### src/rtl/usx_consts.svh
/*
  register map, field positions and reset values of the serial transceiver.
  assumes inclusion by bare name from core and testbench.
*/
`ifndef USX_CONSTS_SVH
`define USX_CONSTS_SVH
`define USX_OFF_DATA 8'h00
`define USX_OFF_CSA 8'h04
`define USX_OFF_CSB 8'h08
`define USX_OFF_CSC 8'h0c
`define USX_OFF_BAUD 8'h10
`define USX_A_RXC 7
`define USX_A_TXC 6
`define USX_A_TX_BUFFER_EMPTY_FLAG 5
`define USX_A_FE 4
`define USX_A_OVR 3
`define USX_A_U2X 1
`define USX_B_DONE_IE 6
`define USX_B_EMPTY_IE 5
`define USX_B_RXON 4
`define USX_B_TXON 3
`define USX_B_SZ2 2
`define USX_B_RX9 1
`define USX_B_TX9 0
`define USX_C_DIR 7
`define USX_C_SYNC 6
`define USX_C_PEN 5
`define USX_C_PODD 4
`define USX_C_STOP2 3
`define USX_C_SZ_HI 2
`define USX_C_SZ_LO 1
`define USX_C_RESET 8'h06
`define USX_OS_NORM 5'h10
`define USX_OS_DBL 5'h08
`define USX_RESP_OK 2'h0
`define USX_RESP_ERR 2'h2
`endif

### src/rtl/usx_pkg.sv
/*
  types shared by the serial transceiver.
  assumes usx_consts.svh is on the include path.
*/
package usx_pkg;
  typedef struct packed {
    logic [8:0] data;
    logic fe;
    logic ovr;
  } usx_rx_ent_t;
  typedef enum logic [2:0] {TX_IDLE, TX_DATA, TX_PAR, TX_STOP, TX_LAST} usx_tx_st_t;
  typedef enum logic [2:0] {RX_IDLE, RX_START, RX_DATA, RX_PAR, RX_STOP, RX_HOLD} usx_rx_st_t;
endpackage

### src/rtl/usx_core.sv
/*
  serial transceiver core: axi4-lite registers, baud and clock-pin logic,
  transmitter with parity, receiver with two-entry fifo plus held shift level.
  assumes pins are raw (synchronised here) and one 250 mhz core clock.
*/
// The register addresses and the AXI4-Lite interface to the registers were chosen for this implementation.
`timescale 1ns/10ps
`include "usx_consts.svh"
// Notes on behaviour
// - two-entry receive fifo; each data read of a non-empty fifo pops exactly one character.
// - frame error, overrun and ninth bit travel with their character.
// - full fifo keeps frame in shift register; overrun only on next start.
// - four clock modes; sync select bit picks async or sync.
// - double speed acts only in asynchronous operation.
// - in sync mode clock pin direction picks master or slave.
// - clock pin is driven by transceiver only in synchronous operation.
// - buffer-empty flag set while empty, cleared by data register write.
// - empty request stays high while flag, enable and global enable hold.
// - done flag sets when frame shifted out and buffer is empty.
// - done flag clears on service or write of one; zero does nothing.
// - done request when flag set, enable set and global enable set.
// - parity bit inserted after last data bit, before first stop bit.
// - transmitter off only after shifter and buffer drain; then releases pin.
// - receiver on overrides receive pin as serial input.
// - in sync mode receiver samples on rising clock pin edges.
// - 5 to 9 data bits from valid start to first stop; second ignored.
// - first stop bit moves frame from shifter into receive buffer.
// - divisor zero gives fastest rate, core clock over 16 or 8 async, over 2 as sync master.
module usx_core import usx_pkg::*; #(
  parameter int BAUD_W = 12
) (
  input wire logic CORE_CLK_IN,
  input wire logic RESET_IN,
  input wire logic [7:0] S_AXI_AWADDR_IN,
  input wire logic S_AXI_AWVALID_IN,
  output logic S_AXI_AWREADY_OUT,
  input wire logic [31:0] S_AXI_WDATA_IN,
  input wire logic [3:0] S_AXI_WSTRB_IN,
  input wire logic S_AXI_WVALID_IN,
  output logic S_AXI_WREADY_OUT,
  output logic [1:0] S_AXI_BRESP_OUT,
  output logic S_AXI_BVALID_OUT,
  input wire logic S_AXI_BREADY_IN,
  input wire logic [7:0] S_AXI_ARADDR_IN,
  input wire logic S_AXI_ARVALID_IN,
  output logic S_AXI_ARREADY_OUT,
  output logic [31:0] S_AXI_RDATA_OUT,
  output logic [1:0] S_AXI_RRESP_OUT,
  output logic S_AXI_RVALID_OUT,
  input wire logic S_AXI_RREADY_IN,
  input wire logic GIE_IN,
  input wire logic DONE_ACK_IN,
  output logic EMPTY_IRQ_OUT,
  output logic DONE_IRQ_OUT,
  input wire logic RXD_IN,
  output logic RXD_OVERRIDE_OUT,
  output logic TXD_OUT,
  output logic TXD_OE_OUT,
  input wire logic XCK_IN,
  output logic XCK_OUT,
  output logic XCK_OE_OUT
);
  if (BAUD_W < 1 || BAUD_W > 16) begin : g_bad_baud_w
    $error("usx_core: BAUD_W out of range");
  end

  // ------------------------------------------------------------
  // register bus
  // ------------------------------------------------------------
  logic aw_v_q, aw_v_d, w_v_q, w_v_d, bv_q, bv_d, rv_q, rv_d;
  logic [7:0] aw_a_q, aw_a_d, wd_q, wd_d;
  logic ws_q, ws_d;
  logic [1:0] br_q, br_d, rr_q, rr_d;
  logic [31:0] rd_q, rd_d;
  logic wr_en, ar_hs, rd_pop;
  logic [7:0] csa_r, csb_r, csc_q, csc_d, csb_q, csb_d;
  logic u2x_q, u2x_d;
  logic [BAUD_W-1:0] div_q, div_d;
  logic [1:0] f_cnt_q;
  usx_rx_ent_t head;
  logic txc_q, tx_bv_q;

  assign S_AXI_AWREADY_OUT = !aw_v_q && !bv_q;
  assign S_AXI_WREADY_OUT = !w_v_q && !bv_q;
  assign S_AXI_ARREADY_OUT = !rv_q;
  assign S_AXI_BVALID_OUT = bv_q;
  assign S_AXI_BRESP_OUT = br_q;
  assign S_AXI_RVALID_OUT = rv_q;
  assign S_AXI_RDATA_OUT = rd_q;
  assign S_AXI_RRESP_OUT = rr_q;
  assign wr_en = aw_v_q && w_v_q && !bv_q;
  assign ar_hs = S_AXI_ARVALID_IN && !rv_q;
  // the pop rides on the read itself, so status must be read first
  assign rd_pop = ar_hs && S_AXI_ARADDR_IN == `USX_OFF_DATA && f_cnt_q != 2'h0;

  always_comb begin
    csa_r = 8'h00;
    csa_r[`USX_A_RXC] = f_cnt_q != 2'h0;
    csa_r[`USX_A_TXC] = txc_q;
    csa_r[`USX_A_TX_BUFFER_EMPTY_FLAG] = !tx_bv_q;
    csa_r[`USX_A_FE] = head.fe;
    csa_r[`USX_A_OVR] = head.ovr;
    csa_r[`USX_A_U2X] = u2x_q;
    csb_r = csb_q;
    csb_r[`USX_B_RX9] = head.data[8];
  end

  always_comb begin
    aw_v_d = aw_v_q;
    aw_a_d = aw_a_q;
    w_v_d = w_v_q;
    wd_d = wd_q;
    ws_d = ws_q;
    bv_d = bv_q;
    br_d = br_q;
    rv_d = rv_q;
    rd_d = rd_q;
    rr_d = rr_q;
    if (S_AXI_AWVALID_IN && S_AXI_AWREADY_OUT) begin
      aw_v_d = 1'b1;
      aw_a_d = S_AXI_AWADDR_IN;
    end
    if (S_AXI_WVALID_IN && S_AXI_WREADY_OUT) begin
      w_v_d = 1'b1;
      wd_d = S_AXI_WDATA_IN[7:0];
      ws_d = S_AXI_WSTRB_IN[0];
    end
    if (wr_en) begin
      aw_v_d = 1'b0;
      w_v_d = 1'b0;
      bv_d = 1'b1;
      br_d = (aw_a_q <= `USX_OFF_BAUD && aw_a_q[1:0] == 2'h0) ? `USX_RESP_OK : `USX_RESP_ERR;
    end
    if (bv_q && S_AXI_BREADY_IN) bv_d = 1'b0;
    if (rv_q && S_AXI_RREADY_IN) rv_d = 1'b0;
    if (ar_hs) begin
      rv_d = 1'b1;
      rr_d = `USX_RESP_OK;
      rd_d = 32'h0;
      case (S_AXI_ARADDR_IN)
        `USX_OFF_DATA: rd_d[7:0] = head.data[7:0];
        `USX_OFF_CSA: rd_d[7:0] = csa_r;
        `USX_OFF_CSB: rd_d[7:0] = csb_r;
        `USX_OFF_CSC: rd_d[7:0] = csc_q;
        `USX_OFF_BAUD: rd_d[BAUD_W-1:0] = div_q;
        default: rr_d = `USX_RESP_ERR;
      endcase
    end
  end

  always_ff @(posedge CORE_CLK_IN or posedge RESET_IN) begin
    if (RESET_IN) begin
      aw_v_q <= 1'b0;
      aw_a_q <= 8'h00;
      w_v_q <= 1'b0;
      wd_q <= 8'h00;
      ws_q <= 1'b0;
      bv_q <= 1'b0;
      br_q <= 2'h0;
      rv_q <= 1'b0;
      rd_q <= 32'h0;
      rr_q <= 2'h0;
    end else begin
      aw_v_q <= aw_v_d;
      aw_a_q <= aw_a_d;
      w_v_q <= w_v_d;
      wd_q <= wd_d;
      ws_q <= ws_d;
      bv_q <= bv_d;
      br_q <= br_d;
      rv_q <= rv_d;
      rd_q <= rd_d;
      rr_q <= rr_d;
    end
  end

  // ------------------------------------------------------------
  // control registers and clock generation
  // ------------------------------------------------------------
  logic wr_lo, wr_data, wr_csa;
  logic [BAUD_W-1:0] bd_q, bd_d;
  logic tick, xi_q, xi_d, xs1_q, xs2_q, xp_q, xe, rise, fall;
  logic sync_m, master, txon, rxon, pen;
  logic [4:0] os_n;
  logic [3:0] nbits;

  assign wr_lo = wr_en && ws_q;
  assign wr_data = wr_lo && aw_a_q == `USX_OFF_DATA;
  assign wr_csa = wr_lo && aw_a_q == `USX_OFF_CSA;
  assign sync_m = csc_q[`USX_C_SYNC];
  assign master = sync_m && csc_q[`USX_C_DIR];
  assign txon = csb_q[`USX_B_TXON];
  assign rxon = csb_q[`USX_B_RXON];
  assign pen = csc_q[`USX_C_PEN];
  assign os_n = sync_m ? 5'h01 : (u2x_q ? `USX_OS_DBL : `USX_OS_NORM);
  assign nbits = (csb_q[`USX_B_SZ2] && csc_q[`USX_C_SZ_HI] && csc_q[`USX_C_SZ_LO]) ? 4'h9
    : 4'h5 + {2'h0, csc_q[`USX_C_SZ_HI], csc_q[`USX_C_SZ_LO]};
  // >= lets a lowered divisor take effect without waiting for a counter wrap
  assign tick = bd_q >= div_q;
  assign xe = master ? xi_q : xs2_q;
  assign rise = xe && !xp_q;
  assign fall = !xe && xp_q;
  assign XCK_OUT = xi_q;
  assign XCK_OE_OUT = master;
  assign RXD_OVERRIDE_OUT = rxon;

  always_comb begin
    csb_d = csb_q;
    csc_d = csc_q;
    u2x_d = u2x_q;
    div_d = div_q;
    bd_d = tick ? '0 : bd_q + 1'b1;
    xi_d = xi_q;
    if (master && tick) xi_d = !xi_q;
    if (!master) xi_d = 1'b0;
    if (wr_csa) u2x_d = wd_q[`USX_A_U2X];
    if (wr_lo && aw_a_q == `USX_OFF_CSB) csb_d = wd_q;
    if (wr_lo && aw_a_q == `USX_OFF_CSC) csc_d = wd_q;
    if (wr_lo && aw_a_q == `USX_OFF_BAUD) div_d = BAUD_W'(wd_q);
    csb_d[`USX_B_RX9] = 1'b0;
  end

  always_ff @(posedge CORE_CLK_IN or posedge RESET_IN) begin
    if (RESET_IN) begin
      csb_q <= 8'h00;
      csc_q <= `USX_C_RESET;
      u2x_q <= 1'b0;
      div_q <= '0;
      bd_q <= '0;
      xi_q <= 1'b0;
      xs1_q <= 1'b0;
      xs2_q <= 1'b0;
      xp_q <= 1'b0;
    end else begin
      csb_q <= csb_d;
      csc_q <= csc_d;
      u2x_q <= u2x_d;
      div_q <= div_d;
      bd_q <= bd_d;
      xi_q <= xi_d;
      xs1_q <= XCK_IN;
      xs2_q <= xs1_q;
      xp_q <= xe;
    end
  end

  // ------------------------------------------------------------
  // transmitter
  // ------------------------------------------------------------
  usx_tx_st_t tst_q, tst_d;
  logic [8:0] tsh_q, tsh_d, tbuf_q, tbuf_d;
  logic [3:0] tcnt_q, tcnt_d, tos_q, tos_d;
  logic tbv_d, txc_d, tpar_q, tpar_d, txd_q, txd_d, toe_q, toe_d, ttick, tload;

  logic tbv_q_w;
  assign tx_bv_q = tbv_q_w;
  // async bit pace; master and slave shift on the falling clock edge
  assign ttick = sync_m ? fall : (tick && tos_q == 4'(os_n - 5'h01));
  // a disable waits for the drain, so a pending buffer still goes out
  assign tload = tbv_q_w && (txon || toe_q);
  assign TXD_OUT = txd_q;
  assign TXD_OE_OUT = toe_q;
  assign EMPTY_IRQ_OUT = csb_q[`USX_B_EMPTY_IE] && !tbv_q_w && GIE_IN;
  assign DONE_IRQ_OUT = csb_q[`USX_B_DONE_IE] && txc_q && GIE_IN;

  always_comb begin
    tst_d = tst_q;
    tsh_d = tsh_q;
    tbuf_d = tbuf_q;
    tbv_d = tbv_q_w;
    tcnt_d = tcnt_q;
    tpar_d = tpar_q;
    txd_d = txd_q;
    txc_d = txc_q;
    tos_d = tos_q;
    if (tick) tos_d = (tos_q == 4'(os_n - 5'h01)) ? 4'h0 : tos_q + 4'h1;
    // a write to a full buffer is dropped, software must wait for empty
    if (wr_data && !tbv_q_w) begin
      tbuf_d = {csb_q[`USX_B_TX9], wd_q};
      tbv_d = 1'b1;
    end
    if (DONE_ACK_IN || (wr_csa && wd_q[`USX_A_TXC])) txc_d = 1'b0;
    if (ttick) begin
      case (tst_q)
        TX_IDLE, TX_LAST: begin
          if (tload) begin
            txd_d = 1'b0;
            tsh_d = tbuf_q;
            tpar_d = ^(tbuf_q & ~(9'h1ff << nbits)) ^ csc_q[`USX_C_PODD];
            tbv_d = 1'b0;
            tcnt_d = 4'h0;
            tst_d = TX_DATA;
          end else begin
            if (tst_q == TX_LAST) txc_d = 1'b1;
            tst_d = TX_IDLE;
          end
        end
        TX_DATA: begin
          txd_d = tsh_q[0];
          tsh_d = {1'b0, tsh_q[8:1]};
          tcnt_d = tcnt_q + 4'h1;
          if (tcnt_q == nbits - 4'h1) tst_d = pen ? TX_PAR : TX_STOP;
        end
        TX_PAR: begin
          txd_d = tpar_q;
          tst_d = TX_STOP;
        end
        TX_STOP: begin
          txd_d = 1'b1;
          tcnt_d = 4'h0;
          if (tcnt_q == 4'h0 && csc_q[`USX_C_STOP2]) tcnt_d = 4'h1;
          else tst_d = TX_LAST;
        end
        default: tst_d = TX_IDLE;
      endcase
    end
    // pin override outlives the enable until nothing is left to send
    toe_d = txon || (toe_q && (tst_q != TX_IDLE || tbv_q_w));
  end

  always_ff @(posedge CORE_CLK_IN or posedge RESET_IN) begin
    if (RESET_IN) begin
      tst_q <= TX_IDLE;
      tsh_q <= 9'h000;
      tbuf_q <= 9'h000;
      tbv_q_w <= 1'b0;
      tcnt_q <= 4'h0;
      tpar_q <= 1'b0;
      txd_q <= 1'b1;
      txc_q <= 1'b0;
      tos_q <= 4'h0;
      toe_q <= 1'b0;
    end else begin
      tst_q <= tst_d;
      tsh_q <= tsh_d;
      tbuf_q <= tbuf_d;
      tbv_q_w <= tbv_d;
      tcnt_q <= tcnt_d;
      tpar_q <= tpar_d;
      txd_q <= txd_d;
      txc_q <= txc_d;
      tos_q <= tos_d;
      toe_q <= toe_d;
    end
  end

  // ------------------------------------------------------------
  // receiver and fifo
  // ------------------------------------------------------------
  usx_rx_st_t rst_q, rst_d;
  logic rs1_q, rs2_q, rtick, push, rfe_q, rfe_d, ovp_q, ovp_d;
  logic [8:0] rsh_q, rsh_d;
  logic [3:0] rbit_q, rbit_d;
  logic [4:0] ros_q, ros_d;
  usx_rx_ent_t fifo_q [2];
  usx_rx_ent_t fifo_d [2];
  logic wp_q, wp_d, rp_q, rp_d;
  logic [1:0] f_cnt_d;

  assign rtick = sync_m ? rise : tick;
  assign head = fifo_q[rp_q];

  always_comb begin
    rst_d = rst_q;
    rsh_d = rsh_q;
    rbit_d = rbit_q;
    ros_d = ros_q;
    rfe_d = rfe_q;
    ovp_d = ovp_q;
    push = 1'b0;
    case (rst_q)
      RX_IDLE: if (rtick && !rs2_q) begin
        rsh_d = 9'h000;
        rbit_d = 4'h0;
        ros_d = 5'h00;
        rst_d = sync_m ? RX_DATA : RX_START;
      end
      RX_START: if (rtick) begin
        ros_d = ros_q + 5'h01;
        if (ros_q == (os_n >> 1) - 5'h01) begin
          ros_d = 5'h00;
          rst_d = rs2_q ? RX_IDLE : RX_DATA;
        end
      end
      RX_DATA, RX_PAR, RX_STOP: if (rtick) begin
        ros_d = ros_q + 5'h01;
        if (ros_q == os_n - 5'h01) begin
          ros_d = 5'h00;
          if (rst_q == RX_DATA) begin
            rsh_d[rbit_q] = rs2_q;
            rbit_d = rbit_q + 4'h1;
            if (rbit_q == nbits - 4'h1) rst_d = pen ? RX_PAR : RX_STOP;
          end else if (rst_q == RX_PAR) begin
            rst_d = RX_STOP;
          end else begin
            rfe_d = !rs2_q;
            rst_d = RX_HOLD;
          end
        end
      end
      RX_HOLD: begin
        if (f_cnt_q != 2'h2 || rd_pop) begin
          push = 1'b1;
          rst_d = RX_IDLE;
        end else if (rtick && !rs2_q) begin
          ovp_d = 1'b1;
          rsh_d = 9'h000;
          rbit_d = 4'h0;
          ros_d = 5'h00;
          rst_d = sync_m ? RX_DATA : RX_START;
        end
      end
      default: rst_d = RX_IDLE;
    endcase
    if (push) ovp_d = 1'b0;
    if (!rxon) rst_d = RX_IDLE;
  end

  always_comb begin
    wp_d = push ? !wp_q : wp_q;
    rp_d = rd_pop ? !rp_q : rp_q;
    f_cnt_d = f_cnt_q + {1'b0, push} - {1'b0, rd_pop};
    for (int i = 0; i < 2; i++) begin
      fifo_d[i] = fifo_q[i];
      if (push && wp_q == 1'(i)) fifo_d[i] = '{data: rsh_q, fe: rfe_q, ovr: ovp_q};
    end
  end

  always_ff @(posedge CORE_CLK_IN or posedge RESET_IN) begin
    if (RESET_IN) begin
      rst_q <= RX_IDLE;
      rsh_q <= 9'h000;
      rbit_q <= 4'h0;
      ros_q <= 5'h00;
      rfe_q <= 1'b0;
      ovp_q <= 1'b0;
      rs1_q <= 1'b1;
      rs2_q <= 1'b1;
      wp_q <= 1'b0;
      rp_q <= 1'b0;
      f_cnt_q <= 2'h0;
      fifo_q[0] <= '0;
      fifo_q[1] <= '0;
    end else begin
      rst_q <= rst_d;
      rsh_q <= rsh_d;
      rbit_q <= rbit_d;
      ros_q <= ros_d;
      rfe_q <= rfe_d;
      ovp_q <= ovp_d;
      rs1_q <= RXD_IN;
      rs2_q <= rs1_q;
      wp_q <= wp_d;
      rp_q <= rp_d;
      f_cnt_q <= f_cnt_d;
      fifo_q <= fifo_d;
    end
  end
endmodule

### config.mk
export PLATFORM = sky130hd
export DESIGN_NAME = usx_core
export DESIGN_NICKNAME = d
export VERILOG_FILES = /design/src/rtl/usx_pkg.sv /design/src/rtl/usx_core.sv
export VERILOG_INCLUDE_DIRS = /design/src /design/src/rtl
export SDC_FILE = /design/constraint.sdc
export NUM_CORES = 1
export LEC_CHECK = 0
export BUFFER_PORTS_ARGS = -buffer_cell sky130_fd_sc_hd__buf_2
export CAP_MARGIN = 20
export CORE_MARGIN = 5
export CORE_UTILIZATION = 55
export CTS_CLUSTER_DIAMETER = 120
export DETAILED_ROUTE_END_ITERATION = 12
export PLACE_DENSITY = 0.8
export SKIP_CTS_REPAIR_TIMING = 1
export SLEW_MARGIN = 15
export SYNTH_ARGS = -nofsm -noshare
export SYNTH_HDL_FRONTEND = slang
export SYNTH_SLANG_ARGS = --single-unit
### constraint.sdc
create_clock -name CORE_CLK_IN -period 5.3 [get_ports CORE_CLK_IN]
set_input_delay 0.265 -clock CORE_CLK_IN [delete_from_list [all_inputs] [get_ports CORE_CLK_IN]]
set_output_delay 0.265 -clock CORE_CLK_IN [all_outputs]
set_load 0.005 [all_outputs]
==> results.json <==
{
  "ys_types": 71,
  "status": "complete, no violations",
  "period_needed_ns": 3.33,
  "numCtsBuffers": 17,
  "drive_gt1_frac": 0.228,
  "synthFlopType": "dfrtp_1",
  "yosys_warnings": 0,
  "synth-seq-cells": 156,
  "initial_core_util": 0.559,
  "fin_crit_sh": 0.628,
  "hold_viol_final": 0,
  "syn_inst": 766,
  "drtIter0Drc": 507,
  "antenna_found_initial": 0,
  "place_ws_ns": 2.01,
  "via_per_inst": 5.81,
  "synth.area.top_cells": "dfrtp_1 (47%), mux2_2 (9.3%), ha_1 (3.9%)",
  "num_rows": 44,
  "clockBufferDepth": 2,
  "async_flop_share": 1.00,
  "grt_pass1_vias": 5835,
  "antenna_left": 0,
  "die_width_um": 131,
  "wl_per_cell_um": 17.8,
  "worstMarginPinSlew_ns": 1.07,
  "ir_drop_mv": 0.259,
  "grt.overflow.total": 0,
  "grt_pass1_wl_um": 29700,
  "setup-tns-final_ns": 0,
  "synth_edf_count": 0,
  "core_area_um2": 14500,
  "use_met2": 0.341,
  "cts_root_buf": "clkbuf_16",
  "path_cells": "inv_1, ha_1, nand2b_1, a2111oi_0, o41ai_2, buf_4, o21a_1, o2111ai_1, or3b_1, o31ai_1",
  "clk_pin_slew_ns": 0.06,
  "worst-r2r-setup-slack_ns": 1.97,
  "p_leak_nw": 4.23,
  "track_usage": 0.212,
  "num_vias": 5909,
  "power.density_nw_per_um2": 367,
  "synth_top_area_share": 0.467,
  "utilization": 0.629,
  "path_class": "register to register",
  "switching_share": 0.291,
  "cpMaxStageDelayCell": "o41ai_2",
  "cts_tree": "built",
  "worst_ep_required_time_ns": 5.64,
  "fin_skew_ns": 0.00885,
  "grtUsageMet3": 0.0612,
  "io_buffers": 57,
  "worstPathArrival_ns": 3.66,
  "cap_violations": 0,
  "switchingPower_mw": 0.972,
  "grt-busiest-layer": "met2",
  "die-area_um2": 17300,
  "p_int_mw": 2.37,
  "drc": 0,
  "seq_area_frac_synth": 0.483,
  "max_slew_margin": 0.287,
  "ios": 111,
  "fmax_mhz": 301,
  "cp-end-kind": "register",
  "numClockSinks": 156,
  "yosysMostFrequentCell": "dfrtp_1",
  "clkLatencyLatePin_ns": 0.43,
  "syn-cell-area_um2": 8100,
  "die_h_um": 131,
  "htree_levels": 4,
  "min_path_type": "input port to asynchronous set/reset pin",
  "critPathMaxStageDelay_ns": 0.59,
  "synth_common_cells": "dfrtp_1 (151), nand2_1 (81), mux2_2 (67)",
  "clockPowerShare": 0.388,
  "syn2layout_area_growth_pct": 12.4,
  "p_seq_frac": 0.457,
  "postSynthAreaPerCell_um2": 10.6,
  "nets": 908,
  "path_max_fanout": 16,
  "drv_slew": 0,
  "grt_max_degree": 96,
  "finalSetupViolCount": 0,
  "routed_wl_um": 18100,
  "rsz0062_at_grt": "no",
  "p_comb_frac": 0.155,
  "gp_congestion": 0.864,
  "use_met1": 0.277,
  "startpoint_type": "register",
  "drtPass1Iterations": 6,
  "setup_slack_ns": 1.97,
  "hpwl_um": 12600,
  "diodes": 0,
  "synth_top_area_cell": "dfrtp_1"
}
[layout by cell type (no fill, tap or decap), types with 10 or more instances in the layout]
cell type	netlist	final
buf_2	3	57
ha_1	25	25
dfrtp_1	151	151
inv_1	39	38
nor2b_1	10	10
nor2_1	43	42
nor3_1	12	11
conb_1	1	29
mux2_2	67	67
mux2i_1	17	17
a21oi_1	16	16
nand3_1	26	26
o21ai_0	53	53
clkbuf_16	0	17
nand2_1	81	81
xnor2_1	22	22
[cell type report]
cell class / instances / area [um2]
fillers: 1147 / 5380
flip-flops and latches: 156 / 3910
multi-input cells: 540 / 3830
clock buffers: 18 / 429
repair buffers: 64 / 345
well taps: 184 / 230
clock inverters: 14 / 195
inverters: 41 / 164
[state kept, by name, indices dropped and copies added (netlist names), 8 cells and up]
name / count
div_q: 8
tbuf_q: 9
csc_q: 8
fifo_q: 22
wd_q: 8
bd_q: 12
tsh_q: 9
rsh_q: 9
aw_a_q: 8
S_AXI_RDATA_OUT: 8
[stage by stage]
step	total power, mW	cell area (um2)	hold WS [ns]	cells
2_1_floorplan	1.88	8200	0.269	794
3_3_place_gp	2.02	8440	0.346	982
3_5_place_dp	2.06	8440	0.343	982
4_1_cts	3.35	9060	-0.0827	1014
5_1_grt	3.49	9100	0.0188	1017
6_report	3.34	9100	0.00175	1017
[path summary, 6_finish.rpt]
kind                                         from                            to  depth (start not counted)
min in group CORE_CLK_IN          S_AXI_RREADY_IN  S_AXI_RVALID_OUT$_DFFE_PP0P_                          2
max in group asynchronous                RESET_IN        fifo_q[11]$_DFFE_PP0P_                          3
worst min-delay path                     RESET_IN             bd_q[5]$_DFF_PP0_                          2
worst max register to register  bd_q[0]$_DFF_PP0_          ros_q[4]$_DFFE_PP0P_                         10
worst min register to register    xs1_q$_DFF_PP0_               xs2_q$_DFF_PP0_                          0
worst max-delay path            bd_q[0]$_DFF_PP0_          ros_q[4]$_DFFE_PP0P_                         10
[metal layers]
metal  wire (um)  vias up
met4         442        0
li1            -     2771
met5           0        -
met2        8980      176
met3        1000       36
met1        7710     2926
[power by group through the flow]
stage	Clock (mW)	Sequential, mW	Combinational [mW]
floorplan	0	1.45	0.433
global placement	0	1.54	0.488
finish	1.30	1.53	0.518
global route	1.37	1.54	0.577
detailed placement	0	1.54	0.511
CTS	1.31	1.53	0.518
[worst max-delay path: cells and delay by family (launching register included)]
kind	cells	cell delay, ns
AOI/OAI and AO/OA	5	1.55
adders and majority gates	1	0.26
buffers and inverters	2	0.41
DFF	1	0.41
and+or+nand+nor	2	0.60
[kinds of logic after synthesis]
| family | Yosys count | synth area share |
|---|---|---|
| AOI/OAI and AO/OA | 144 | 0.122 |
| buffers and inverters | 98 | 0.0595 |
| muxes | 93 | 0.131 |
| adders and majority gates | 25 | 0.0386 |
| other | 1 | 0.000463 |
| xor gates and xnor gates | 29 | 0.0314 |
| and+or+nand+nor | 220 | 0.134 |
| DFF | 156 | 0.483 |
Note: power is estimated with default switching activity, not from simulation.
